<file path="src/common/pump_pkg.sv">
// constants, register map and enumerations of the metering pump arbiter
package pump_pkg;
  // clock and time base
  localparam int CLK_NS    = 40;
  localparam int TICK_US   = 1000;
  localparam int TICK_CYC  = (TICK_US * 1000) / CLK_NS;
  localparam int PER_MIN   = 60000;
  // times in ms, counts in ms ticks
  localparam int PRIME_MS  = 5000;
  localparam int BLINK_MS  = 100;
  localparam int PACE_MS   = 100;
  localparam int FLASH_MS  = 500;
  localparam int PRIME_TK  = (PRIME_MS * 1000) / TICK_US;
  localparam int BLINK_TK  = (BLINK_MS * 1000) / TICK_US;
  localparam int PACE_TK   = (PACE_MS * 1000) / TICK_US;
  localparam int FLASH_TK  = (FLASH_MS * 1000) / TICK_US;
  // rates in strokes per minute
  localparam logic [7:0]  MAX_RATE = 8'hc8;
  // contact factor in hundredths, 0.01 .. 100.00
  localparam logic [13:0] FAC_MIN  = 14'h0001;
  localparam logic [13:0] FAC_MAX  = 14'h2710;
  localparam logic [23:0] UNIT     = 24'h000064;
  localparam logic [16:0] BATCH_MAX = 17'h1869f;
  // analog input code of 4 mA on a 20 mA, 10-bit scale
  localparam logic [9:0]  ANA_4MA  = 10'h0cd;
  localparam logic [12:0] ANA_GAIN = 13'h0005;
  // current output: 12-bit code, 4 mA offset, gains scaled by 256
  localparam logic [11:0] IOUT_4MA = 12'h333;
  localparam logic [12:0] IOUT_G0  = 13'h1479;
  localparam logic [12:0] IOUT_G4  = 13'h1061;
  // register word indices
  localparam logic [3:0] A_CTRL   = 4'h0;
  localparam logic [3:0] A_MRATE  = 4'h1;
  localparam logic [3:0] A_ARATE  = 4'h2;
  localparam logic [3:0] A_FACTOR = 4'h3;
  localparam logic [3:0] A_BATCH  = 4'h4;
  localparam logic [3:0] A_FLIM   = 4'h5;
  localparam logic [3:0] A_ASEL   = 4'h6;
  localparam logic [3:0] A_STAT   = 4'h7;
  localparam logic [3:0] A_PEND   = 4'h8;
  localparam logic [3:0] A_CNT    = 4'h9;
  // control register fields
  localparam int C_MODE = 0;
  localparam int C_A420 = 2;
  localparam int C_AUX  = 3;
  localparam int C_OVL  = 4;
  localparam int C_FLOW = 5;
  localparam int C_IOUT = 6;
  localparam int C_I4MA = 7;
  localparam int C_CLR  = 8;
  // pin vector positions
  localparam int P_STOP = 0;
  localparam int P_UP   = 1;
  localparam int P_DN   = 2;
  localparam int P_PROG = 3;
  localparam int P_TRIG = 4;
  localparam int P_PAUS = 5;
  localparam int P_AUX  = 6;
  localparam int P_LV1  = 7;
  localparam int P_LV2  = 8;
  localparam int P_OVL  = 9;
  localparam int P_OK   = 10;
  localparam int P_MON  = 11;
  localparam int NPINS  = 12;
  typedef enum logic [1:0] {
    M_MANUAL  = 2'b00,
    M_ANALOG  = 2'b01,
    M_CONTACT = 2'b10,
    M_BATCH   = 2'b11
  } mode_t;
  typedef enum logic [2:0] {
    S_IDLE  = 3'b000,
    S_PRIME = 3'b001,
    S_HALT  = 3'b010,
    S_AUX   = 3'b011,
    S_MODE  = 3'b100
  } src_t;
  typedef enum logic [1:0] {
    BUS_OP    = 2'b00,
    BUS_PRE   = 2'b01,
    BUS_ERR   = 2'b10
  } bus_t;
  localparam logic [3:0] E_NONE  = 4'h0;
  localparam logic [3:0] E_LEVEL = 4'h1;
  localparam logic [3:0] E_OVL   = 4'h2;
  localparam logic [3:0] E_FLOW  = 4'h3;
endpackage : pump_pkg

</file>
<file path="src/logic/pin_sync.sv">
// two-stage synchroniser for the external pins
`timescale 1ns/1ps
`default_nettype none
module pin_sync #(
  parameter int W = 1
) (
  input  wire logic         i_ref_clk,
  input  wire logic         i_rstn,
  input  wire logic [W-1:0] i_pin,
  output logic      [W-1:0] o_lvl
);
  typedef struct packed {
    logic [W-1:0] meta;
    logic [W-1:0] safe;
  } sync_t;
  sync_t s_q, s_d;

  // first stage feeds only the second
  always_comb begin
    s_d.meta = i_pin;
    s_d.safe = s_q.meta;
  end

  always_ff @(posedge i_ref_clk or negedge i_rstn) begin
    if (!i_rstn) begin
      s_q <= '0;
    end else begin
      s_q <= s_d;
    end
  end

  assign o_lvl = s_q.safe;
endmodule : pin_sync
`default_nettype wire

</file>
<file path="src/logic/stroke_gen.sv">
// ms tick and rate accumulator giving one stroke event per period
`timescale 1ns/1ps
`default_nettype none
module stroke_gen #(
  parameter int TICK_CYC = pump_pkg::TICK_CYC
) (
  input  wire logic       i_ref_clk,
  input  wire logic       i_rstn,
  input  wire logic [7:0] i_rate,
  output logic            o_tick,
  output logic            o_stroke
);
  localparam int PW = $clog2(TICK_CYC + 1);
  typedef struct packed {
    logic [PW-1:0] pre;
    logic [15:0]   acc;
    logic          tick;
    logic          stroke;
  } gen_t;
  gen_t g_q, g_d;

  // phase accumulator: rate added each ms, wraps once per stroke period
  always_comb begin
    logic [16:0] sum;
    sum = {1'b0, g_q.acc} + {9'h000, i_rate};
    g_d = g_q;
    g_d.tick = 1'b0;
    g_d.stroke = 1'b0;
    if (g_q.pre == PW'(TICK_CYC - 1)) begin
      g_d.pre = '0;
      g_d.tick = 1'b1;
      if (sum >= 17'(pump_pkg::PER_MIN)) begin
        g_d.acc = 16'(sum - 17'(pump_pkg::PER_MIN));
        g_d.stroke = 1'b1;
      end else begin
        g_d.acc = sum[15:0];
      end
    end else begin
      g_d.pre = g_q.pre + 1'b1;
    end
  end

  always_ff @(posedge i_ref_clk or negedge i_rstn) begin
    if (!i_rstn) begin
      g_q <= '0;
    end else begin
      g_q <= g_d;
    end
  end

  assign o_tick = g_q.tick;
  assign o_stroke = g_q.stroke;
endmodule : stroke_gen
`default_nettype wire

</file>
<file path="src/logic/pump_arbiter.sv">
// mode arbiter, fault logic, indicators and relays of the metering pump
// Notes on behaviour
// - manual mode uses operator rate only
// - analog mode scales input current, chosen type
// - contact pulse meters quantity times factor
// - program key or trigger starts batch
// - overload outside tolerance stops pump
// - selected auxiliary rate overrides mode rate
// - defective strokes reaching limit stop pump
// - level stage one lights warning
// - any fault lights fault indicator
// - pause only from external terminal halts
// - stop key toggles stopped and running
// - both arrows held prime at maximum
// - alarm relay on selected events
// - pacing relay closes once per stroke
// - current output follows metering rate
// - bus lamp steady, flashing or red
// - operating lamp dark briefly each stroke
// - priority prime, halt, auxiliary, mode
// - priming allowed in any mode if functional
// - stop, pause block all but priming; fault blocks priming too
// - fault shows error code on display
`timescale 1ns/1ps
`default_nettype none
module pump_arbiter #(
  parameter int TICK_CYC = pump_pkg::TICK_CYC
) (
  input  wire logic        i_ref_clk,
  input  wire logic        i_rstn,
  input  wire logic [3:0]  i_addr,
  input  wire logic [31:0] i_wdata,
  input  wire logic        i_wr,
  input  wire logic        i_rd,
  output logic      [31:0] o_rdata,
  input  wire logic        i_key_stop,
  input  wire logic        i_key_up,
  input  wire logic        i_key_down,
  input  wire logic        i_key_prog,
  input  wire logic        i_ext_trig,
  input  wire logic        i_ext_pause,
  input  wire logic        i_ext_aux,
  input  wire logic        i_level_low1,
  input  wire logic        i_level_low2,
  input  wire logic        i_overload,
  input  wire logic        i_flow_ok,
  input  wire logic        i_monitor_on,
  input  wire logic [9:0]  i_analog,
  input  wire logic [1:0]  i_bus_state,
  output logic [7:0]       o_rate,
  output logic             o_stroke,
  output logic             o_led_op,
  output logic             o_led_fault,
  output logic             o_led_warn,
  output logic             o_led_bus_g,
  output logic             o_led_bus_r,
  output logic             o_alarm,
  output logic             o_pace,
  output logic [11:0]      o_iout,
  output logic             o_err_show,
  output logic [3:0]       o_err_code
);
  typedef struct packed {
    logic [8:0]       ctrl;
    logic [7:0]       mrate;
    logic [7:0]       arate;
    logic [13:0]      factor;
    logic [16:0]      batch;
    logic [7:0]       flim;
    logic [3:0]       asel;
    logic [31:0]      rdata;
    logic [2:0]       prev;
    logic             stopped;
    logic             pdone;
    logic [12:0]      pcnt;
    logic [23:0]      pend;
    logic             ovl_f;
    logic             flow_f;
    logic [7:0]       defects;
    logic             ok_seen;
    logic             ok_prev;
    logic [7:0]       rate;
    pump_pkg::src_t   src;
    logic [6:0]       blink;
    logic [6:0]       pace;
    logic [8:0]       fcnt;
    logic             flash;
    logic [31:0]      strokes;
    logic             led_op;
    logic             led_fault;
    logic             led_warn;
    logic             bus_g;
    logic             bus_r;
    logic             alarm;
    logic             pace_o;
    logic [11:0]      iout;
    logic [3:0]       err;
  } st_t;
  st_t s_q, s_d;

  logic [pump_pkg::NPINS-1:0] pin;
  logic tick;
  logic stroke;

  pin_sync #(.W(pump_pkg::NPINS)) u_sync (
    .i_ref_clk (i_ref_clk),
    .i_rstn    (i_rstn),
    .i_pin     ({i_monitor_on, i_flow_ok, i_overload, i_level_low2,
                 i_level_low1, i_ext_aux, i_ext_pause, i_ext_trig,
                 i_key_prog, i_key_down, i_key_up, i_key_stop}),
    .o_lvl     (pin)
  );

  stroke_gen #(.TICK_CYC(TICK_CYC)) u_gen (
    .i_ref_clk (i_ref_clk),
    .i_rstn    (i_rstn),
    .i_rate    (s_q.rate),
    .o_tick    (tick),
    .o_stroke  (stroke)
  );

  // decoded conditions
  pump_pkg::mode_t mode;
  logic stop_e, prog_e, trig_e, ok_e;
  logic prime_req, fault, halt, aux_on, clr;
  logic [17:0] ana_p;
  logic [7:0]  ana_rate, mode_rate;
  logic [20:0] iout_p;
  logic [23:0] pend_add;

  always_comb begin
    mode = pump_pkg::mode_t'(s_q.ctrl[pump_pkg::C_MODE +: 2]);
    stop_e = pin[pump_pkg::P_STOP] & ~s_q.prev[0];
    prog_e = pin[pump_pkg::P_PROG] & ~s_q.prev[1];
    trig_e = pin[pump_pkg::P_TRIG] & ~s_q.prev[2];
    ok_e = pin[pump_pkg::P_OK] & ~s_q.ok_prev;
    clr = i_wr & (i_addr == pump_pkg::A_CTRL) & i_wdata[pump_pkg::C_CLR];
    prime_req = pin[pump_pkg::P_UP] & pin[pump_pkg::P_DN];
    fault = pin[pump_pkg::P_LV2] | s_q.ovl_f | s_q.flow_f;
    halt = fault | s_q.stopped | pin[pump_pkg::P_PAUS];
    aux_on = s_q.ctrl[pump_pkg::C_AUX] & pin[pump_pkg::P_AUX];
  end

  // mode-derived rate; analog codes scaled by shifts, not division
  always_comb begin
    ana_p = '0;
    if (s_q.ctrl[pump_pkg::C_A420]) begin
      // operands widened before the product, else the top bits fall off
      if (i_analog > pump_pkg::ANA_4MA) begin
        ana_p = 18'(i_analog - pump_pkg::ANA_4MA) * 18'(pump_pkg::MAX_RATE);
        ana_p = 18'((28'(ana_p) * 28'(pump_pkg::ANA_GAIN)) >> 12);
      end
    end else begin
      ana_p = 18'((28'(i_analog) * 28'(pump_pkg::MAX_RATE)) >> 10);
    end
    ana_rate = ana_p[7:0];
    case (mode)
      pump_pkg::M_MANUAL: mode_rate = s_q.mrate;
      pump_pkg::M_ANALOG: mode_rate = ana_rate;
      pump_pkg::M_CONTACT,
      pump_pkg::M_BATCH: mode_rate = (s_q.pend >= pump_pkg::UNIT) ? s_q.mrate : 8'h00;
      default: mode_rate = 8'h00;
    endcase
  end

  // contact adds factor in hundredths, batch loads whole strokes
  always_comb begin
    pend_add = '0;
    if (mode == pump_pkg::M_CONTACT && trig_e) begin
      pend_add = {10'h000, s_q.factor};
    end
    iout_p = '0;
    if (s_q.ctrl[pump_pkg::C_I4MA]) begin
      iout_p = 21'(s_d.rate) * 21'(pump_pkg::IOUT_G4);
    end else begin
      iout_p = 21'(s_d.rate) * 21'(pump_pkg::IOUT_G0);
    end
  end

  // next state
  always_comb begin
    s_d = s_q;
    s_d.prev = {pin[pump_pkg::P_TRIG], pin[pump_pkg::P_PROG], pin[pump_pkg::P_STOP]};
    s_d.ok_prev = pin[pump_pkg::P_OK];
    // register writes
    if (i_wr) begin
      case (i_addr)
        pump_pkg::A_CTRL: s_d.ctrl = {1'b0, i_wdata[7:0]};
        pump_pkg::A_MRATE: s_d.mrate = (i_wdata[7:0] > pump_pkg::MAX_RATE) ?
                                       pump_pkg::MAX_RATE : i_wdata[7:0];
        pump_pkg::A_ARATE: s_d.arate = (i_wdata[7:0] > pump_pkg::MAX_RATE) ?
                                       pump_pkg::MAX_RATE : i_wdata[7:0];
        pump_pkg::A_FACTOR: begin
          if (i_wdata[13:0] < pump_pkg::FAC_MIN || i_wdata[31:14] != '0) begin
            s_d.factor = (i_wdata[31:14] != '0) ? pump_pkg::FAC_MAX : pump_pkg::FAC_MIN;
          end else if (i_wdata[13:0] > pump_pkg::FAC_MAX) begin
            s_d.factor = pump_pkg::FAC_MAX;
          end else begin
            s_d.factor = i_wdata[13:0];
          end
        end
        pump_pkg::A_BATCH: s_d.batch = (i_wdata[31:17] != '0 ||
                                        i_wdata[16:0] > pump_pkg::BATCH_MAX) ?
                                       pump_pkg::BATCH_MAX : i_wdata[16:0];
        pump_pkg::A_FLIM: s_d.flim = i_wdata[7:0];
        pump_pkg::A_ASEL: s_d.asel = i_wdata[3:0];
        default: ;
      endcase
    end
    // stop key toggles, power stays on
    s_d.stopped = s_q.stopped ^ stop_e;
    // priming runs for a limited time, re-armed on key release
    if (!prime_req) begin
      s_d.pdone = 1'b0;
      s_d.pcnt = '0;
    end else if (s_q.src == pump_pkg::S_PRIME && tick) begin
      s_d.pcnt = s_q.pcnt + 1'b1;
      if (s_q.pcnt == 13'(pump_pkg::PRIME_TK - 1)) begin
        s_d.pdone = 1'b1;
      end
    end
    // pending quantity in hundredths of a stroke
    s_d.pend = s_q.pend + pend_add;
    if (mode == pump_pkg::M_BATCH && (prog_e || trig_e) && s_q.pend < pump_pkg::UNIT) begin
      s_d.pend = 24'(s_q.batch * pump_pkg::UNIT);
    end else if (stroke && s_q.src == pump_pkg::S_MODE && s_q.pend >= pump_pkg::UNIT) begin
      s_d.pend = s_q.pend + pend_add - pump_pkg::UNIT;
    end
    if (mode == pump_pkg::M_MANUAL || mode == pump_pkg::M_ANALOG) begin
      s_d.pend = '0;
    end
    // overload latch, set wins over clear
    if (clr) begin
      s_d.ovl_f = 1'b0;
      s_d.flow_f = 1'b0;
      s_d.defects = '0;
    end
    if (s_q.ctrl[pump_pkg::C_OVL] && pin[pump_pkg::P_OVL]) begin
      s_d.ovl_f = 1'b1;
    end
    // a stroke with no monitor answer since the last one is defective
    s_d.ok_seen = ok_e | (s_q.ok_seen & ~stroke);
    if (s_q.ctrl[pump_pkg::C_FLOW] && pin[pump_pkg::P_MON] && stroke) begin
      if (!s_q.ok_seen && !ok_e) begin
        s_d.defects = s_q.defects + 1'b1;
        if (s_q.defects + 8'h01 >= s_q.flim) begin
          s_d.flow_f = 1'b1;
        end
      end else begin
        s_d.defects = '0;
      end
    end
    // rate arbitration by priority
    if (prime_req && !fault && !s_d.pdone) begin
      s_d.src = pump_pkg::S_PRIME;
    end else if (halt) begin
      s_d.src = pump_pkg::S_HALT;
    end else if (aux_on) begin
      s_d.src = pump_pkg::S_AUX;
    end else begin
      s_d.src = pump_pkg::S_MODE;
    end
    case (s_d.src)
      pump_pkg::S_PRIME: s_d.rate = pump_pkg::MAX_RATE;
      pump_pkg::S_HALT: s_d.rate = 8'h00;
      pump_pkg::S_AUX: s_d.rate = s_q.arate;
      pump_pkg::S_MODE: s_d.rate = mode_rate;
      default: s_d.rate = 8'h00;
    endcase
    // per-stroke timers and the bus lamp flash divider
    if (stroke) begin
      s_d.strokes = s_q.strokes + 1'b1;
      s_d.blink = 7'(pump_pkg::BLINK_TK);
      s_d.pace = 7'(pump_pkg::PACE_TK);
    end else if (tick) begin
      s_d.blink = (s_q.blink != '0) ? s_q.blink - 1'b1 : '0;
      s_d.pace = (s_q.pace != '0) ? s_q.pace - 1'b1 : '0;
    end
    if (tick) begin
      s_d.fcnt = s_q.fcnt + 1'b1;
      if (s_q.fcnt == 9'(pump_pkg::FLASH_TK - 1)) begin
        s_d.fcnt = '0;
        s_d.flash = ~s_q.flash;
      end
    end
    // indicators and relays
    s_d.led_op = (s_d.blink == '0);
    s_d.pace_o = (s_d.pace != '0);
    s_d.led_fault = fault;
    s_d.led_warn = pin[pump_pkg::P_LV1];
    s_d.alarm = |(s_q.asel & {pin[pump_pkg::P_LV1] | pin[pump_pkg::P_LV2],
                              s_q.stopped, pin[pump_pkg::P_LV1], fault});
    case (pump_pkg::bus_t'(i_bus_state))
      pump_pkg::BUS_OP: {s_d.bus_g, s_d.bus_r} = 2'b10;
      pump_pkg::BUS_PRE: {s_d.bus_g, s_d.bus_r} = {s_q.flash, 1'b0};
      default: {s_d.bus_g, s_d.bus_r} = 2'b01;
    endcase
    if (!s_q.ctrl[pump_pkg::C_IOUT]) begin
      s_d.iout = 12'h000;
    end else if (s_q.ctrl[pump_pkg::C_I4MA]) begin
      s_d.iout = pump_pkg::IOUT_4MA + iout_p[19:8];
    end else begin
      s_d.iout = iout_p[19:8];
    end
    // error identifier, level first
    if (pin[pump_pkg::P_LV2]) begin
      s_d.err = pump_pkg::E_LEVEL;
    end else if (s_q.ovl_f) begin
      s_d.err = pump_pkg::E_OVL;
    end else if (s_q.flow_f) begin
      s_d.err = pump_pkg::E_FLOW;
    end else begin
      s_d.err = pump_pkg::E_NONE;
    end
    // read data stands only in the cycle after the strobe
    s_d.rdata = '0;
    if (i_rd) begin
      case (i_addr)
        pump_pkg::A_CTRL: s_d.rdata = {23'h0, s_q.ctrl};
        pump_pkg::A_MRATE: s_d.rdata = {24'h0, s_q.mrate};
        pump_pkg::A_ARATE: s_d.rdata = {24'h0, s_q.arate};
        pump_pkg::A_FACTOR: s_d.rdata = {18'h0, s_q.factor};
        pump_pkg::A_BATCH: s_d.rdata = {15'h0, s_q.batch};
        pump_pkg::A_FLIM: s_d.rdata = {24'h0, s_q.flim};
        pump_pkg::A_ASEL: s_d.rdata = {28'h0, s_q.asel};
        pump_pkg::A_STAT: s_d.rdata = {12'h0, s_q.defects, s_q.err, 1'b0, s_q.src,
                                       s_q.led_warn, fault, s_q.pdone, s_q.stopped};
        pump_pkg::A_PEND: s_d.rdata = {8'h0, s_q.pend};
        pump_pkg::A_CNT: s_d.rdata = s_q.strokes;
        default: s_d.rdata = '0;
      endcase
    end
  end

  // single state register; pump starts running with lamps off
  always_ff @(posedge i_ref_clk or negedge i_rstn) begin
    if (!i_rstn) begin
      s_q <= '0;
      s_q.src <= pump_pkg::S_IDLE;
      s_q.factor <= pump_pkg::FAC_MIN;
    end else begin
      s_q <= s_d;
    end
  end

  assign o_rdata = s_q.rdata;
  assign o_rate = s_q.rate;
  assign o_stroke = stroke;
  assign o_led_op = s_q.led_op;
  assign o_led_fault = s_q.led_fault;
  assign o_led_warn = s_q.led_warn;
  assign o_led_bus_g = s_q.bus_g;
  assign o_led_bus_r = s_q.bus_r;
  assign o_alarm = s_q.alarm;
  assign o_pace = s_q.pace_o;
  assign o_iout = s_q.iout;
  assign o_err_show = s_q.led_fault;
  assign o_err_code = s_q.err;

  // checks
  AST_HALT_ZERO: assert property (@(posedge i_ref_clk) disable iff (!i_rstn)
    s_q.src == pump_pkg::S_HALT |-> s_q.rate == 8'h00)
    else $error("halted pump has a nonzero rate");
  AST_PRIME_MAX: assert property (@(posedge i_ref_clk) disable iff (!i_rstn)
    s_q.src == pump_pkg::S_PRIME |-> s_q.rate == pump_pkg::MAX_RATE)
    else $error("priming not at maximum rate");
  AST_PAUSE_HALT: assert property (@(posedge i_ref_clk) disable iff (!i_rstn)
    pin[pump_pkg::P_PAUS] && !prime_req |=> s_q.src == pump_pkg::S_HALT)
    else $error("pause did not halt the pump");
  AST_STOP_TOGGLE: assert property (@(posedge i_ref_clk) disable iff (!i_rstn)
    stop_e |=> s_q.stopped != $past(s_q.stopped))
    else $error("stop key did not toggle");
  AST_PACE: assert property (@(posedge i_ref_clk) disable iff (!i_rstn)
    stroke |=> o_pace ##1 o_pace)
    else $error("pacing relay missed a stroke");
  AST_OP_BLINK: assert property (@(posedge i_ref_clk) disable iff (!i_rstn)
    stroke |=> !o_led_op)
    else $error("operating lamp not dark after stroke");
  AST_FAULT_LED: assert property (@(posedge i_ref_clk) disable iff (!i_rstn)
    pin[pump_pkg::P_LV2] |=> o_led_fault && o_err_code == pump_pkg::E_LEVEL)
    else $error("level fault not shown");
  AST_WARN_LED: assert property (@(posedge i_ref_clk) disable iff (!i_rstn)
    $rose(pin[pump_pkg::P_LV1]) |=> o_led_warn)
    else $error("warning lamp not lit");
  AST_AUX_RATE: assert property (@(posedge i_ref_clk) disable iff (!i_rstn)
    aux_on && !halt && !prime_req |=> o_rate == $past(s_q.arate))
    else $error("auxiliary rate not applied");
  AST_OVL_STOP: assert property (@(posedge i_ref_clk) disable iff (!i_rstn)
    s_q.ctrl[pump_pkg::C_OVL] && pin[pump_pkg::P_OVL] && !prime_req
    |=> ##1 s_q.src == pump_pkg::S_HALT)
    else $error("overload did not stop the pump");
endmodule : pump_arbiter
`default_nettype wire

</file>
<file path="config.mk">
export PLATFORM = sky130hd
export DESIGN_NAME = pump_arbiter
export DESIGN_NICKNAME = d
export VERILOG_FILES = /design/src/common/pump_pkg.sv /design/src/logic/pin_sync.sv /design/src/logic/stroke_gen.sv /design/src/logic/pump_arbiter.sv
export SDC_FILE = /design/constraint.sdc
export NUM_CORES = 1
export LEC_CHECK = 0
export BUFFER_PORTS_ARGS = -buffer_cell sky130_fd_sc_hd__buf_4
export CAP_MARGIN = 20
export CORE_MARGIN = 2
export CORE_UTILIZATION = 45
export DETAILED_ROUTE_END_ITERATION = 10
export PLACE_DENSITY = 0.59
export SETUP_SLACK_MARGIN = 0.3
export SLEW_MARGIN = 30
export SYNTH_ARGS = -nofsm -noshare
export SYNTH_HDL_FRONTEND = slang
export SYNTH_SLANG_ARGS = --single-unit
</file>
<file path="constraint.sdc">
create_clock -name i_ref_clk -period 18.9 [get_ports i_ref_clk]
set_input_delay 0.945 -clock i_ref_clk [delete_from_list [all_inputs] [get_ports i_ref_clk]]
set_output_delay 0.945 -clock i_ref_clk [all_outputs]
set_load 0.01 [all_outputs]
</file>
==> Word-level counts from Yosys, hierarchy flattened <==
Index checks and enable logic that the tools add are counted.
{ "totals": {"out_inout_bits": 65, "wordCells": 198, "inputBits": 64, "ff_bits": 300} }
{ "classes": {"magnitude_cmp": 9, "reduce_logical": 41, "multipliers": 6, "bitwise": 23, "n_addsub": 13, "n_mux": 44, "eq_ne": 22} }
{ "ops": {"columns": ["operator", "n"], "rows": [
  ["$pmux W32 S10", 1],
  ["$mux W14", 8],
  ["$mux W24", 3],
  ["$pmux W8 S3", 2],
  ["$mul A8 B13 Y20 const B", 2],
  ["$mux W8", 5],
  ["$add A32 B1 Y32 const B", 1],
  ["$mux W32", 1],
  ["$add A24 B24 Y24", 1],
  ["$ge A24 B7 Y1 const B", 1],
  ["$lt A24 B7 Y1 const B", 1],
  ["$mux W12", 2],
  ["$sub A24 B7 Y24 const B", 1],
  ["$mul A17 B5 Y22 const B", 1],
  ["$reduce_bool A7 Y1", 3],
  ["$mux W10", 2],
  ["$mux W20", 1],
  ["$mul A18 B5 Y15 const B", 1],
  ["$reduce_bool A18 Y1", 1],
  ["$add A16 B8 Y17", 1],
  ["$ge A17 B16 Y1 const B", 1],
  ["$gt A17 B17 Y1 const B", 1],
  ["$mul A15 B3 Y17 const B", 1],
  ["$mux W17", 1],
  ["other kinds (51)", 115]
]} }

==> Logic depth before layout (Yosys ltp) <==
Gate-level depths: netlist of run 1.
{ "depth": {"word_depth": 14, "mapped_depth": 47, "ltp_nobuf": 47} }

==> Modules after synthesis <==
From an unflattened synthesis of run 1, not the netlist that was laid out.
{ "unflattened": {"hier_cells": 2413, "hier_area_um2": 22574.2} }
{ "by_module_without_submodules": {"columns": ["module", "n_inst", "cells_per_inst", "seq_area_each_um2", "area_per_inst_um2"], "rows": [
  ["pump_arbiter", 1, 2125, 6032.0, 19705.1],
  ["stroke_gen", 1, 264, 825.8, 2268.4],
  ["pin_sync", 1, 24, 600.6, 600.6]
]} }

==> Worst setup path before layout of run 1 <==
No wires, ideal clock.
{ "synth_timing": {"path_type": "in2reg", "startpoint": "input port i_analog[2]", "endpoint": "register s_q, in the netlist o_iout[9]", "path_buffers": 0, "arrival_time_ns": 10.729, "stages": 42, "slack_ns": 8.070, "setup_ns": 0.101, "t_required_ns": 18.799, "cell_sequence": "ha_1 > nor2b_1 > a21boi_0 > xnor2_1 > ha_1 > ha_1 > inv_1 > fa_1 > inv_1 > ha_1 > inv_1 > o21bai_1 > a21oi_1 > xnor2_1 > ha_1 > ha_1 > a21oi_1 > o21ai_0 > [6 not listed] > o21ai_0 > fa_1 > ha_1 > fa_1 > fa_1 > ha_1 > a21oi_1 > nor2b_1 > o21ai_0 > nand2b_1 > a21oi_1 > o21ai_0 > a2111oi_2 > nor3b_2 > nor4_4 > a2111oi_2 > o21a_1 > o32ai_1"} }
{ "synth_rtl": {"columns": ["element", "line", "rtl"], "rows": [
  ["start, declared", "pump_arbiter.sv:48", "input wire logic [9:0] i_analog,"],
  ["end, declared", "pump_arbiter.sv:99", "st_t s_q, s_d;"]
]} }

==> results.cfg, run 1 <==
[floorplan]
initial_utilization_pct = 45.7
dieArea_mm2 = 0.0516
die_y_um = 227
rows = 81
ioPinCount = 129
core_mm2 = 0.0491
die-width_um = 227

[final_layout]
nets = 2828
drive_gt1_share_pct = 11.0
fin_cells = 3142
antennaDiodeCount = 0
utilization_pct = 50.9
area_growth_pct = 11.6
postLayoutCellArea_mm2 = 0.0250

[clock_tree]
path_clk_slew_ps = 60
cts_setup_buffers = 0
cts-htree-levels = 2
root_buffer = clkbuf_16
cts_sinks = 298
clkLatencyLatePin_ps = 580
ctsLongestPathBuffers = 3
cts_resized = 0
cts_tree = done
numCtsBuffers = 37
hold_buffers = 0

[global_route]
grt_pass1_vias = 18032
grt_max_degree = 115
antenna_found_initial = 0
grt_util_all_layers_pct = 23.4
grt.overflow.total = 0
grt_pass1_wl_um = 95700

[yosys]
synth_enable_flop_cells = 0
ys_seq_area_share_pct = 33.3
syn_area_per_cell_um2 = 9.39
netlist.area_leader.share_pct = 33.2
synth-async-reset-ratio_pct = 100
ys.flop_type = dfrtp_1
synthTopCellsByArea = dfrtp_1 33%, ha_1 15%, xnor2_1 5.0%
synth_top_cell_by_area = dfrtp_1
yosys_warnings = 0
synth_seq_cells = 298
synthTopCellsByCount = 297 x dfrtp_1, 266 x ha_1, 206 x inv_1, 180 x nand2_1, 163 x nor2_1
yosysMostFrequentCell = dfrtp_1
synth.distinct_cells = 90
synthCells = 2384
syn_area_mm2 = 0.0224

[route]
drt-initial-drc-count = 1195
firstDrtPassIters = 7
drc_errors = 0
num_vias = 17615
wirelength_um = 59100
vias_per_cell = 5.61
antenna_left = 0
wire_per_inst_um = 18.8

[sta]
setup_viol = 0
whs_ps = 216
fin_skew_ps = 28.0
min_period_over_period_pct = 60.4
max-slew-margin-rel_pct = 33.8
period_needed_ps = 11420
fmax_mhz = 87.6
tns_ps = 0
drv_slew = 0
worst-slew-pin-transition_ps = 989
rsz0062_at_grt = false
final-hold-violation-count = 0

[setup_path]
reg2reg_slack_ps = 10420
cp.arrival_ps = 11870
cp-start-kind = input port
path_max_fanout = 9
worstSetupEndpointType = register
cp_common_cell = ha_1
path_class = in2reg
critPathSlowestCell = a31oi_1
slowest_delay_ps = 790
worstPathRequired_ps = 19360

[placed_design]
port-buffer-count = 126
dpl_cell_area_mm2 = 0.0237
place_hpwl_um = 45300
place_inst = 3076
place_congestion = 0.893

[power_and_ir_drop]
power.density_mw_per_mm2 = 103
vdd_drop_max_mv = 0.105
power_leakage_nw = 12.4

[worst_hold_path]
min_path_type = in2async

[flow_run]
maxCapViolCount = 0

[run_status]
status = completed
[layer usage]
layer	vias up	global-route usage, %	wire, µm
li1	8507	-	-
met1	8536	29.8	25500
met2	458	41.0	28900
met3	114	2.99	2760
met4	0	8.22	1930
met5	-	0	0
[report_power, final]
| part | leakage (nW) | total (W) | internal (W) | switching, W |
|---|---|---|---|---|
| logic | 7.84 | 0.00111 | 0.000466 | 0.000640 |
| registers | 3.91 | 0.000737 | 0.000680 | 0.0000569 |
| clock network | 0.610 | 0.000731 | 0.000434 | 0.000297 |
| total | 12.4 | 0.00258 | 0.00158 | 0.000994 |
[critical path: cells and delay by family]
| kind | cells | cell delay, ps |
|---|---|---|
| compound gates | 14 | 3780 |
| xor+xnor | 3 | 590 |
| fa+ha+maj | 13 | 4530 |
| buf+inv | 7 | 640 |
| simple gates | 7 | 1370 |
[kinds of logic after synthesis]
| kind of cell | share of synthesized area (%) |
|---|---|
| adder cells (fa/ha/maj) | 19.0 |
| flip-flops | 33.3 |
| XOR/XNOR | 7.94 |
| multiplexers | 2.10 |
| other | 0.0167 |
| AO/OA/AOI/OAI | 15.5 |
| buffers and inverters | 6.40 |
| AND/OR/NAND/NOR | 15.8 |
[flip-flops by register name (all words and copies together), names as in the netlist, 2 cells and up]
signal,cells
s_q,178
o_rate,8
u_gen.g_q,31
mode,2
o_rdata,32
o_err_code,2
o_iout,12
u_sync.s_d,12
u_sync.o_lvl,12
[cell usage in the layout, fill, tap and decap left out, types with 39 or more instances in the layout]
master,instances
and3_1,40
nor2_1,162
xnor2_1,129
ha_1,266
nor3_1,39
xor2_1,74
dfrtp_1,297
o21ai_0,99
nand3_1,65
a21oi_1,121
fa_1,46
buf_4,142
nand2_1,180
inv_1,206
[final timing paths]
kind | startpoint | endpoint | cells after the start
setup / recovery | i_analog[0] | o_iout[9]$_DFF_PN0_ | 44
hold reg to reg | u_sync.s_d[8]$_DFF_PN0_ | u_sync.o_lvl[8]$_DFF_PN0_ | 0
min in group i_ref_clk | u_sync.s_d[8]$_DFF_PN0_ | u_sync.o_lvl[8]$_DFF_PN0_ | 0
max in group asynchronous | i_rstn | s_q[116]$_DFF_PN0_ | 3
hold / removal | i_rstn | o_rdata[30]$_DFF_PN0_ | 1
setup reg to reg | u_gen.o_tick$_DFF_PN0_ | o_iout[9]$_DFF_PN0_ | 25
[through the flow]
step / worst slack [ps] / total power, W
after floorplan: 8070 / 0.00157
after detailed placement: 6990 / 0.00185
final: 7480 / 0.00258
after CTS: 7530 / 0.00260
after global routing: 6660 / 0.00278
after global placement: 7370 / 0.00181
[final cells by class]
class                      instances  area [µm²]
clock buffer                      51        1050
clock inverter                    14         209
fill                            4579       24100
inverter                         207         777
multi-input combinational       1763       13500
sequential                       298        7460
tap                              664         831
timing repair buffer             145        1120
Power figures use the tool's default switching activity.
==> run 2, diff against run 1 <==
--- a/config.mk
+++ b/config.mk
@@ -10,7 +10,7 @@
 export CORE_MARGIN = 2
 export CORE_UTILIZATION = 45
 export DETAILED_ROUTE_END_ITERATION = 10
-export PLACE_DENSITY = 0.59
+export PLACE_DENSITY = 0.61
 export SETUP_SLACK_MARGIN = 0.3
 export SLEW_MARGIN = 30
 export SYNTH_ARGS = -nofsm -noshare
==> constraint.sdc (replaced) <==
create_clock -name i_ref_clk -period 10.42 [get_ports i_ref_clk]
set_input_delay 0.521 -clock i_ref_clk [delete_from_list [all_inputs] [get_ports i_ref_clk]]
set_output_delay 0.521 -clock i_ref_clk [all_outputs]
set_load 0.01 [all_outputs]
==> results.cfg, run 2 (synthesized netlist as in run 1, its figures left out) <==
[placed_design]
place_hpwl_um = 45700
place_inst = 3096
port-buffer-count = 126
place_congestion = 0.943
place_ws_ps = -258

[final_layout]
area_growth_pct = 13.4
layout_common_cells = 297 x dfrtp_1, 261 x ha_1, 205 x inv_1, 177 x nand2_1, 167 x buf_4
nFillCells = 4522
nets = 2852
antennaDiodeCount = 0
multi_input_comb_area_mm2 = 0.0138
utilization_pct = 51.8
drive_gt1_share_pct = 13.5
largest_register = s_q
regArea_mm2 = 0.00746
fin_cells = 3164
largest_reg_flops = 178
layout_commonest_cell = dfrtp_1

[setup_path]
critical_path_buf_inv_count = 9
r2r_end = o_iout[10]$_DFF_PN0_
path_class = in2reg
rr_worst_depth = 29
path_max_fanout = 6
cp-start-kind = input port
crit_family = adder cells
cp_common_cell = ha_1
worstPathRequired_ps = 10870
reg2reg_slack_ps = 2690
cp.arrival_ps = 10100
r2r_start = u_gen.o_tick$_DFF_PN0_
critPathSlowestCell = fa_1
slowest_delay_ps = 520
worstSetupEndpointType = register

[worst_hold_path]
min_path_type = in2async

[sta]
min_period_over_period_pct = 92.6
postLayoutSetupSlackWorst_ps = 774
final-hold-violation-count = 2
setup_viol = 0
fin_skew_ps = 20.2
whs_ps = -4.51
max-slew-margin-rel_pct = 36.1
period_needed_ps = 9650
worst-slew-pin-transition_ps = 958
fmax_mhz = 104
drv_slew = 0
rsz0062_at_grt = false
tns_ps = 0

[clock_tree]
path_clk_slew_ps = 50
hold_buffers = 0
cts_tree = done
root_buffer = clkbuf_16
ctsLongestPathBuffers = 3
cts_sinks = 298
numCtsBuffers = 36
cts-htree-levels = 2
clkLatencyLatePin_ps = 560

[route]
drt-initial-drc-count = 1172
wirelength_um = 58600
vias_per_cell = 5.62
firstDrtPassIters = 6
drc_errors = 0
wire_per_inst_um = 18.5
antenna_left = 0
num_vias = 17793

[global_route]
antenna_found_initial = 2
grt_util_all_layers_pct = 23.4
grt_pass1_wl_um = 95800
grt_max_degree = 109
grt_pass1_vias = 18068
grt.overflow.total = 0

[floorplan]
die_y_um = 227
ioPinCount = 129
rows = 81
die-width_um = 227
initial_utilization_pct = 45.7
dieArea_mm2 = 0.0516
core_mm2 = 0.0491

[power_and_ir_drop]
power.density_mw_per_mm2 = 190
vdd_drop_max_mv = 0.165
power_leakage_nw = 12.5
power_w = 0.00483

[run_status]
violations = negative hold slack
status = complete, but fails checks

[flow_run]
maxCapViolCount = 0
-- run 2: metal layers --
layer / share of wire (%) / vias up / GRT usage, %
met5: 0.036 / - / 0
met4: 3.5 / 4 / 9.15
met3: 4.9 / 108 / 2.89
met2: 49 / 454 / 40.8
met1: 43 / 8664 / 29.7
li1: - / 8563 / -
-- run 2: repair_timing --
action / 4_1_cts / 5_1_grt
endpoints found under the setup margin: 4 / 9
setup buffers: 1 / 5
gates resized for setup: 3 / 50
pin swaps: 1 / 23
-- run 2: where the power goes --
part / internal, W / leakage (nW) / switching [W]
clock network: 0.000791 / 0.602 / 0.000509
registers: 0.00123 / 3.91 / 0.000109
logic: 0.000954 / 8.00 / 0.00124
total: 0.00298 / 12.5 / 0.00185
-- run 2: area by class of cell --
type                       instances  share of cell area [%]
inverter                         207                    3.06
tap                              664                    3.27
clock inverter                    14                   0.843
clock buffer                      48                    4.00
sequential                       298                    29.4
timing repair buffer             170                    5.09
multi-input combinational       1763                    54.4
-- run 2: worst max-delay path by stage --
| stage | start | endpoint | depth (start not counted) |
|---|---|---|---|
| final | i_analog[4] | o_iout[10]$_DFF_PN0_ | 45 |
| after global routing | i_analog[4] | o_iout[10]$_DFF_PN0_ | 45 |
| after CTS | i_analog[1] | o_iout[10]$_DFF_PN0_ | 42 |
| after detailed placement | i_analog[1] | o_iout[11]$_DFF_PN0_ | 44 |
| after global placement | i_analog[1] | o_iout[9]$_DFF_PN0_ | 41 |
| after floorplan | i_analog[2] | o_iout[9]$_DFF_PN0_ | 42 |
-- run 2: worst register-to-register path: cells and delay by family, from the launching register on --
family          cells  cell delay, ps
compound gates      8            1940
xor+xnor            1             160
fa+ha+maj           6            2100
buf+inv             6             760
flops               1             860
simple gates        8            1790
-- run 2: metrics by stage --
step,instance area (µm²),hold WS (ps)
floorplan,22400,225
global placement,23800,333
detailed placement,23800,335
CTS,25100,32.9
global route,25400,46.8
finish,25400,-4.51
